[src/dsdf_pkg.sv]
// Purpose: shared constants and types of the slave diagnostic frame builder
// Assumes: one clock domain, synchronous active-high reset
// Notes: byte positions, bit positions and fixed field values live here only
`default_nettype none

package dsdf_pkg;

  // ****************************************
  // frame layout
  // ****************************************
  localparam logic [3:0] IDX_FIRST = 4'h0;
  localparam logic [3:0] IDX_LAST = 4'hf;
  localparam logic [3:0] B_ST1 = 4'h0;
  localparam logic [3:0] B_ST2 = 4'h1;
  localparam logic [3:0] B_ST3 = 4'h2;
  localparam logic [3:0] B_MADDR = 4'h3;
  localparam logic [3:0] B_ID_HI = 4'h4;
  localparam logic [3:0] B_ID_LO = 4'h5;
  localparam logic [3:0] B_HDR = 4'h6;
  localparam logic [3:0] B_MSG = 4'h7;
  localparam logic [3:0] B_RSV_FIRST = 4'h8;
  localparam logic [3:0] B_RSV_LAST = 4'ha;
  localparam logic [3:0] B_USR_FIRST = 4'hb;
  localparam logic [2:0] USR_IDX_MAX = 3'h4;
  localparam int unsigned USR_LEN = 5;

  // ****************************************
  // station status bit positions
  // ****************************************
  localparam int unsigned ST1_NOT_READY = 1;
  localparam int unsigned ST1_CFG_FAULT = 2;
  localparam int unsigned ST1_EXT_DIAG = 3;
  localparam int unsigned ST1_UNSUPP = 4;
  localparam int unsigned ST1_BAD_PARAM = 6;
  localparam int unsigned ST2_NEED_PARAM = 0;
  localparam int unsigned ST2_STATIC = 1;
  localparam int unsigned ST2_FIX_ONE = 2;
  localparam int unsigned ST2_WD_ON = 3;
  localparam int unsigned ST2_FREEZE = 4;
  localparam int unsigned ST2_SYNC = 5;
  localparam int unsigned ST3_OVERFLOW = 7;

  // ****************************************
  // fixed values and message codes
  // ****************************************
  localparam logic [5:0] HDR_LEN = 6'h0a;
  localparam logic [1:0] HDR_CODE = 2'h0;
  localparam logic [7:0] HDR_BYTE = {HDR_CODE, HDR_LEN};
  localparam logic [7:0] MSG_NONE = 8'h00;
  localparam logic [7:0] MSG_ERR_FIRST = 8'h12;
  localparam logic [7:0] MSG_ERR_LAST = 8'h17;
  localparam logic [7:0] MSG_USER = 8'h40;
  localparam logic [7:0] RST_BYTE = 8'h00;
  localparam int unsigned CTL_START_BIT = 0;
  localparam int unsigned CTL_DELETE_BIT = 1;
  localparam logic [7:0] CTL_IGNORE = 8'h03;

  // ****************************************
  // types
  // ****************************************
  typedef enum logic [1:0] {DSDF_IDLE, DSDF_LOAD, DSDF_SEND} dsdf_state_e;

  typedef struct packed {
    logic not_ready;
    logic cfg_fault;
    logic unsupp;
    logic bad_param;
    logic need_param;
    logic static_diag;
    logic wd_on;
    logic freeze_rx;
    logic sync_rx;
    logic overflow;
    logic [7:0] master_addr;
    logic [15:0] ident;
  } dsdf_stat_s;

  typedef struct packed {
    logic valid;
    logic first;
    logic last;
    logic [7:0] data;
  } dsdf_tx_s;

  typedef struct packed {
    dsdf_state_e st;
    logic [3:0] idx;
    dsdf_stat_s snap;
    logic ext;
    logic [7:0] msg;
    logic usr_valid;
    logic [7:0] err;
    logic pend;
    dsdf_tx_s tx;
  } dsdf_main_s;

  typedef struct packed {
    logic [7:0] prev;
  } dsdf_ctl_s;

  typedef struct packed {
    logic [USR_LEN-1:0][7:0] mem;
    logic [7:0] rd;
  } dsdf_mem_s;

endpackage

`default_nettype wire

[src/dsdf_usr_mem.sv]
// Purpose: five-byte store of the user diagnostic bytes
// Assumes: software writes and frame reads share core_clk
// Notes: read data come out of a register, one cycle after the address
`default_nettype none

module dsdf_usr_mem (
  // clock and reset
  input wire logic core_clk,
  input wire logic rst,
  // software write port
  input wire logic we,
  input wire logic [2:0] waddr,
  input wire logic [7:0] wdata,
  // frame read port
  input wire logic [2:0] raddr,
  output logic [7:0] rdata
);
  import dsdf_pkg::*;

  dsdf_mem_s s_q, s_d;

  // ****************************************
  // storage
  // ****************************************
  // writes past the last byte are dropped
  always_comb begin
    s_d = s_q;
    if (we && waddr <= USR_IDX_MAX) begin
      s_d.mem[waddr] = wdata;
    end
    s_d.rd = (raddr <= USR_IDX_MAX) ? s_q.mem[raddr] : RST_BYTE;
  end

  // registered state
  always_ff @(posedge core_clk) begin
    if (rst) begin
      s_q <= '0;
    end else begin
      s_q <= s_d;
    end
  end

  assign rdata = s_q.rd;

endmodule

`default_nettype wire

[src/dsdf_swctl.sv]
// Purpose: decode writes of the diagnostic status byte into start/delete
// Assumes: one write strobe per software access
// Notes: an ignored value does not update the remembered byte
`default_nettype none

module dsdf_swctl (
  // clock and reset
  input wire logic core_clk,
  input wire logic rst,
  // status byte write
  input wire logic we,
  input wire logic [7:0] wdata,
  // decoded events
  output logic start,
  output logic delete
);
  import dsdf_pkg::*;

  dsdf_ctl_s s_q, s_d;
  logic take;

  // ****************************************
  // decode
  // ****************************************
  // start only on a rising valid bit, never on the ignored pattern
  always_comb begin
    s_d = s_q;
    take = we && (wdata != CTL_IGNORE);
    start = take && wdata[CTL_START_BIT] && !s_q.prev[CTL_START_BIT];
    delete = take && wdata[CTL_DELETE_BIT];
    if (take) begin
      s_d.prev = wdata;
    end
  end

  // registered state
  always_ff @(posedge core_clk) begin
    if (rst) begin
      s_q <= '0;
    end else begin
      s_q <= s_d;
    end
  end

endmodule

`default_nettype wire

[src/dsdf_frame.sv]
// Purpose: build and stream the 16-byte slave diagnostic response
// Assumes: master-side link pulls bytes with tx_ready, same clock
// Notes: status is frozen at frame start so a frame is self-consistent
//
// Operation
// - send on master request or own error
// - standard bytes 0-5, device bytes 6-15
// - bytes 11-15 from software-written store
// - status1 bit1 while not ready
// - status1 bit2 on configuration mismatch
// - status1 bit3 when external diagnostic valid
// - status1 bit4 on unsupported function
// - status1 bit6 bad parameters, bits0,5,7 zero
// - status2 bit0 when new parameters needed
// - status2 bit1 static, bit2 one, bit7 zero
// - status2 bit3 while watchdog monitoring active
// - status2 bit4 after freeze command
// - status2 bit5 after sync command
// - status3 bit7 on overflow, rest reserved
// - byte3 is parametrizing master address
// - byte6 header, byte7 message, 8-10 reserved
// - header is length ten, code zero
// - message 12h-17h errors, 40h user data
// - rising start bit sends diagnostic
// - delete bit clears; value 03h ignored
`default_nettype none

module dsdf_frame (
  // clock and reset
  input wire logic core_clk,
  input wire logic rst,
  // live slave status
  input wire dsdf_pkg::dsdf_stat_s stat,
  // master diagnostic request
  input wire logic diag_req,
  // local error event
  input wire logic err_evt,
  input wire logic [7:0] err_code,
  // software diagnostic status byte
  input wire logic ctl_we,
  input wire logic [7:0] ctl_wdata,
  // software user bytes
  input wire logic usr_we,
  input wire logic [2:0] usr_idx,
  input wire logic [7:0] usr_wdata,
  // byte stream to the bus side
  output dsdf_pkg::dsdf_tx_s tx,
  input wire logic tx_ready,
  // state seen by software
  output logic busy,
  output logic usr_valid
);
  import dsdf_pkg::*;

  dsdf_main_s s_q, s_d;
  logic sw_start, sw_delete, err_ok, trig, go;
  logic [7:0] usr_rd;

  // ****************************************
  // helpers
  // ****************************************
  // only documented error codes are latched
  function automatic logic is_err(input logic [7:0] c);
    return (c >= MSG_ERR_FIRST) && (c <= MSG_ERR_LAST);
  endfunction

  // frame index to user store address
  function automatic logic [2:0] usr_addr(input logic [3:0] i);
    logic [3:0] t;
    t = i - B_USR_FIRST;
    return t[2:0];
  endfunction

  // one response byte from the frozen snapshot
  function automatic logic [7:0] frame_byte(input logic [3:0] i, input dsdf_stat_s s,
                                            input logic ext, input logic [7:0] msg,
                                            input logic [7:0] ud);
    logic [7:0] b;
    b = RST_BYTE;
    case (i)
      B_ST1: begin
        b[ST1_NOT_READY] = s.not_ready;
        b[ST1_CFG_FAULT] = s.cfg_fault;
        b[ST1_EXT_DIAG] = ext;
        b[ST1_UNSUPP] = s.unsupp;
        b[ST1_BAD_PARAM] = s.bad_param;
      end
      B_ST2: begin
        b[ST2_NEED_PARAM] = s.need_param;
        b[ST2_STATIC] = s.static_diag;
        b[ST2_FIX_ONE] = 1'b1;
        b[ST2_WD_ON] = s.wd_on;
        b[ST2_FREEZE] = s.freeze_rx;
        b[ST2_SYNC] = s.sync_rx;
      end
      B_ST3: b[ST3_OVERFLOW] = s.overflow;
      B_MADDR: b = s.master_addr;
      B_ID_HI: b = s.ident[15:8];
      B_ID_LO: b = s.ident[7:0];
      B_HDR: b = HDR_BYTE;
      B_MSG: b = msg;
      default: begin
        // reserved bytes stay zero, user bytes come from the store
        if (i >= B_USR_FIRST) begin
          b = ud;
        end
      end
    endcase
    return b;
  endfunction

  // ****************************************
  // submodules
  // ****************************************
  dsdf_swctl u_swctl (
    .core_clk(core_clk),
    .rst(rst),
    .we(ctl_we),
    .wdata(ctl_wdata),
    .start(sw_start),
    .delete(sw_delete)
  );

  // read address follows the next index so data wait in LOAD
  dsdf_usr_mem u_mem (
    .core_clk(core_clk),
    .rst(rst),
    .we(usr_we),
    .waddr(usr_idx),
    .wdata(usr_wdata),
    .raddr(usr_addr(s_d.idx)),
    .rdata(usr_rd)
  );

  // ****************************************
  // next state
  // ****************************************
  always_comb begin
    s_d = s_q;
    err_ok = err_evt && is_err(err_code);
    trig = diag_req || err_ok || sw_start;
    go = 1'b0;
    // user data validity: a start wins over a delete
    if (sw_start) begin
      s_d.usr_valid = 1'b1;
    end else if (sw_delete) begin
      s_d.usr_valid = 1'b0;
    end
    // error latch: a new error wins over a delete
    if (err_ok) begin
      s_d.err = err_code;
    end else if (sw_delete) begin
      s_d.err = MSG_NONE;
    end
    case (s_q.st)
      DSDF_IDLE: begin
        if (trig || s_q.pend) begin
          go = 1'b1;
          s_d.st = DSDF_LOAD;
          s_d.idx = IDX_FIRST;
          s_d.snap = stat;
          s_d.ext = s_d.usr_valid || (s_d.err != MSG_NONE);
          // errors take priority over the user message
          if (s_d.err != MSG_NONE) begin
            s_d.msg = s_d.err;
          end else if (s_d.usr_valid) begin
            s_d.msg = MSG_USER;
          end else begin
            s_d.msg = MSG_NONE;
          end
        end
      end
      DSDF_LOAD: begin
        s_d.tx.valid = 1'b1;
        s_d.tx.first = (s_q.idx == IDX_FIRST);
        s_d.tx.last = (s_q.idx == IDX_LAST);
        s_d.tx.data = frame_byte(s_q.idx, s_q.snap, s_q.ext, s_q.msg, usr_rd);
        s_d.st = DSDF_SEND;
      end
      DSDF_SEND: begin
        if (tx_ready) begin
          s_d.tx.valid = 1'b0;
          if (s_q.tx.last) begin
            s_d.st = DSDF_IDLE;
          end else begin
            s_d.idx = s_q.idx + 4'h1;
            s_d.st = DSDF_LOAD;
          end
        end
      end
      default: s_d.st = DSDF_IDLE;
    endcase
    // a trigger during a frame is kept for one more frame
    s_d.pend = (s_q.pend && !go) || (trig && !go);
  end

  // registered state
  always_ff @(posedge core_clk) begin
    if (rst) begin
      s_q <= '0;
    end else begin
      s_q <= s_d;
    end
  end

  // outputs all from flops
  assign tx = s_q.tx;
  assign busy = (s_q.st != DSDF_IDLE);
  assign usr_valid = s_q.usr_valid;
endmodule

`default_nettype wire

[config.mk]
export PLATFORM = sky130hd
export DESIGN_NAME = dsdf_frame
export DESIGN_NICKNAME = d
export VERILOG_FILES = /design/src/dsdf_pkg.sv /design/src/dsdf_usr_mem.sv /design/src/dsdf_swctl.sv /design/src/dsdf_frame.sv
export SDC_FILE = /design/constraint.sdc
export NUM_CORES = 1
export LEC_CHECK = 0
export BUFFER_PORTS_ARGS = -buffer_cell sky130_fd_sc_hd__buf_4
export CORE_MARGIN = 5
export CORE_UTILIZATION = 45
export DETAILED_ROUTE_END_ITERATION = 8
export HOLD_SLACK_MARGIN = 0.02
export PLACE_DENSITY = 0.74
export SYNTH_ARGS = -nofsm -noshare
export SYNTH_HDL_FRONTEND = slang
export SYNTH_SLANG_ARGS = --single-unit
[constraint.sdc]
create_clock -name core_clk -period 7.9 [get_ports core_clk]
set_input_delay 2.37 -clock core_clk [delete_from_list [all_inputs] [get_ports core_clk]]
set_output_delay 2.37 -clock core_clk [all_outputs]
set_load 0.01 [all_outputs]
==> run summary <==
The library cell used most frequently in the layout, excluding fill and tap cells, is sky130_fd_sc_hd__nand2_1. The cell row count is 39. The switching power is 388 uW. In this run the vertical extent of the chip is 118 um. The total power density per cell area works out to 259 mW/mm^2. The tools report the pin count of the biggest net entering global routing as 113. The setup path with the least slack is of type input pin to register.

Average wire per cell in the routed design: 16.1 um. The sort of element at the start of the critical path was an input pin. The first global-routing pass estimated 22.3 mm of wire.

In this run, post-CTS repair resized a total of 0 instances. The worst setup path is captured at a register. Derived from the worst setup path, the maximum achievable clock frequency is 196 MHz. Leaving out fill and tap cells, the most frequent cells in the layout are sky130_fd_sc_hd__nand2_1, sky130_fd_sc_hd__dfxtp_1, sky130_fd_sc_hd__a21oi_1, sky130_fd_sc_hd__buf_4, sky130_fd_sc_hd__nor2_1.

For this design, the CTS-stage hold fixing added 0 buffers. The per-instance average area after synthesis was 8.25 um^2; the data required time at the worst endpoint was 8210 ps. The tools report the maximum resistive drop on vdd as 0.220 mV. Fraction of final layout cells with drive strength greater than 1: 18.7%.

Setup repair after global routing left no endpoint under its margin. Once the clock tree was built, the setup fixing pass inserted 0 buffers. In this run the tool buffered the top-level ports with 80 buffer cells.

Dividing the final minimum period by the clock period gives 64.5%. The die covers 0.0139 mm^2. The detailed-placement wirelength estimate is 9.34 mm, and the number of flops mapped to enable cells by yosys is 0. After floorplanning, the core was sized to cover 0.0114 mm^2. The post-detailed-route via-to-cell ratio is 5.58. On the critical path the largest part of the delay comes from compound AO/OA/AOI/OAI gates. The tools report the reg2reg setup slack as 4790 ps.

The post-route DRC violation count was 0; the final global-route overflow total was 0. The logs give 4,645 for the number of global-route vias before repair and 4,686 for the via total after detailed routing. For this design the static power due to leakage is 0.00235 uW. 0 antenna diodes ended up in the layout. Of the total power, the share spent switching nets is 23.3%. Minimum period implied by the final worst setup slack: 5100 ps.

The signal on the critical path passes through buf_4 > nor4_4 > a31o_2 > a31oi_4 > buf_4 > o31ai_1 > ha_1 > or3_1 > o32ai_1. After clock tree synthesis, the clock-pin slew on the worst setup and hold paths is 50 ps. Global routing used 19.6% of the available tracks across all layers. On the worst path, the slowest cell contributes a delay of 630 ps.

The area growth from synthesis to layout is 22.7%, and the share of total power in combinational logic is 10.7%. Internal power comes to 1280 uW. Clock latency on the worst-skew pair, taken at its later pin, is 420 ps. The critical path contains buffers and inverters numbering 2 combined. The first TritonRoute pass finished after 5 iterations.

Per report_power, the sequential group accounts for 39.5% of the total. The H-tree generated during clock tree synthesis spans 4 levels. Between clock sinks in the finished design, the worst skew comes to 8.86 ps. The most frequent cell on the critical path was sky130_fd_sc_hd__buf_4. The flow ran to the end, and the final reports show no timing, DRC or antenna violations.

81 I/O pins were placed. In this run, synthesis produced a sequential element count of 119. The worst slew margin relative to its limit was 24.5%; the post-synthesis instance area was 0.00524 mm^2.

The clock net in this run drives a total of 119 sinks. The total wirelength of the detailed-routed design is 13.5 mm. Counting flops with an async set or reset pin after synthesis yields a share of 0%.

The run gives 0 as the count of endpoints failing hold in the final timing report. The tools report the launching instance or port of the critical path as ctl_wdata[3]. Of the synthesized area, sequential elements account for 45.5%.

The run gives 0 ps as the aggregate negative setup slack. The largest buffer count on any clock path is 2. The class of the tightest hold or removal check was register to register.

The number of max-slew violations in the final report came out at 0. TritonCTS built the clock tree. Of all nets on the critical path, the largest fanout is 48. The count of max-cap constraint violations was 0. The tools report the origin of the worst min-delay path as s_q[46]. The tools report the synthesized instance count as 635.

The synthesized netlist contains 55 unique library cells. The actual slew at the worst max-slew pin is 1130 ps, and the TritonCTS buffer count is 17. The largest individual stage delay along the critical path comes from the cell sky130_fd_sc_hd__or3_1. The share of total power dissipated in the clock network is 49.7%.

The critical path data arrival time was 5410 ps. For this run, the number of Yosys warnings is 0. The die is 118 um wide.

The critical register-to-register path startpoint was u_swctl.s_q[0]. The run gives 0 as the initial antenna violation count. The end-of-flow core utilization was 56.3%. Setup violations remaining at the end of the flow were counted as 0. The congestion estimate from routability-driven global placement came to 0.854.

The initial core utilization came out at 45.9%. The tools report the number of nets produced by synthesis as 708. In this run, the number of DRC markers left after iteration 0 of detailed routing was 458. The tools report the post-route antenna net violation count as 0. Commonest register cell after synthesis: sky130_fd_sc_hd__dfxtp_1. The tools report the CTS root buffer as sky130_fd_sc_hd__clkbuf_16.

The tools report the number of nets in the layout as 757.
## metrics by stage
| stage | setup WS [ps] | cell area [um^2] | power, uW | std cells | hold slack (ps) |
|---|---|---|---|---|---|
| finish | 2800 | 6430 | 1660 | 840 | 452 |
| global route | 2550 | 6430 | 1730 | 840 | 473 |
| detailed placement | 2400 | 5800 | 847 | 808 | 447 |
| CTS | 2830 | 6430 | 1670 | 840 | 454 |
| floorplan | 3190 | 5240 | 784 | 635 | 432 |
| global placement | 2570 | 5800 | 842 | 808 | 444 |
## registers in the layout (all words and copies together) (netlist names)
register,flops
s_q,58
tx,11
u_mem.rdata,8
u_mem.s_q,40
u_swctl.s_q,1
usr_valid,1
## tightest hold or removal path, stage by stage, from the launching register on
cell and delay, ps:
sky130_fd_sc_hd__dfxtp_1 300, sky130_fd_sc_hd__nand2_1 50, sky130_fd_sc_hd__a21oi_1 50
## final cells by class
class | instances | area, um^2
sequential | 119 | 2380
clock buffer | 22 | 454
inverter | 15 | 56.3
timing repair buffer | 83 | 623
fill | 1030 | 4990
tap | 143 | 179
multi-input combinational | 448 | 2560
clock inverter | 10 | 175
## synthesized netlist by cell type (3+ instances only)
master / number / area share, %
sky130_fd_sc_hd__nor4_1: 3 / 0.36
sky130_fd_sc_hd__nor3_1: 16 / 1.5
sky130_fd_sc_hd__mux2_2: 8 / 1.7
sky130_fd_sc_hd__a221oi_1: 3 / 0.50
sky130_fd_sc_hd__or3_1: 3 / 0.36
sky130_fd_sc_hd__a211oi_1: 8 / 1.1
sky130_fd_sc_hd__nor2b_1: 8 / 0.96
sky130_fd_sc_hd__and2_1: 3 / 0.36
sky130_fd_sc_hd__nand3_1: 8 / 0.76
sky130_fd_sc_hd__nor3b_1: 3 / 0.43
sky130_fd_sc_hd__a311oi_1: 4 / 0.67
sky130_fd_sc_hd__a31oi_1: 7 / 0.84
sky130_fd_sc_hd__nand2b_1: 5 / 0.60
sky130_fd_sc_hd__o32ai_1: 8 / 1.3
sky130_fd_sc_hd__a21oi_1: 83 / 7.9
sky130_fd_sc_hd__ha_1: 5 / 1.2
sky130_fd_sc_hd__inv_1: 15 / 1.1
sky130_fd_sc_hd__buf_4: 11 / 1.6
sky130_fd_sc_hd__nand2_1: 154 / 11
sky130_fd_sc_hd__mux2i_1: 27 / 5.2
sky130_fd_sc_hd__buf_2: 10 / 0.96
sky130_fd_sc_hd__a2111oi_0: 5 / 0.84
sky130_fd_sc_hd__dfxtp_1: 119 / 45
sky130_fd_sc_hd__a22oi_1: 11 / 1.6
sky130_fd_sc_hd__clkbuf_1: 29 / 2.1
sky130_fd_sc_hd__o21ai_0: 3 / 0.29
sky130_fd_sc_hd__nor2_1: 40 / 2.9
sky130_fd_sc_hd__o22ai_1: 3 / 0.36
## power groups by stage
stage	combinational (uW)	clock (uW)	sequential [uW]
after global placement	174	0	668
after CTS	178	834	658
final	178	827	658
after global routing	199	866	661
after detailed placement	178	0	670
after floorplan	123	0	661
## final timing paths
kind,to,depth (start not counted)
worst min-delay path,s_q[46],2
worst min register to register,s_q[46],2
worst max-delay path,u_mem.rdata[5],9
worst max register to register,u_mem.rdata[5],8
## per-layer routing
layer	wire length, um	global-route usage (%)
met1	5610	23.6
met3	984	7.02
met4	212	6.31
met5	0	0
met2	6700	32.4
## cell families after synthesis
logic type,after synthesis,synth area share [%]
buf+inv,68,5.99
fa+ha+maj,5,1.19
flops,119,45.5
xor+xnor,1,0.310
mux,36,7.14
simple gates,261,22.6
compound gates,145,17.3
Power figures use the tool's default switching activity.
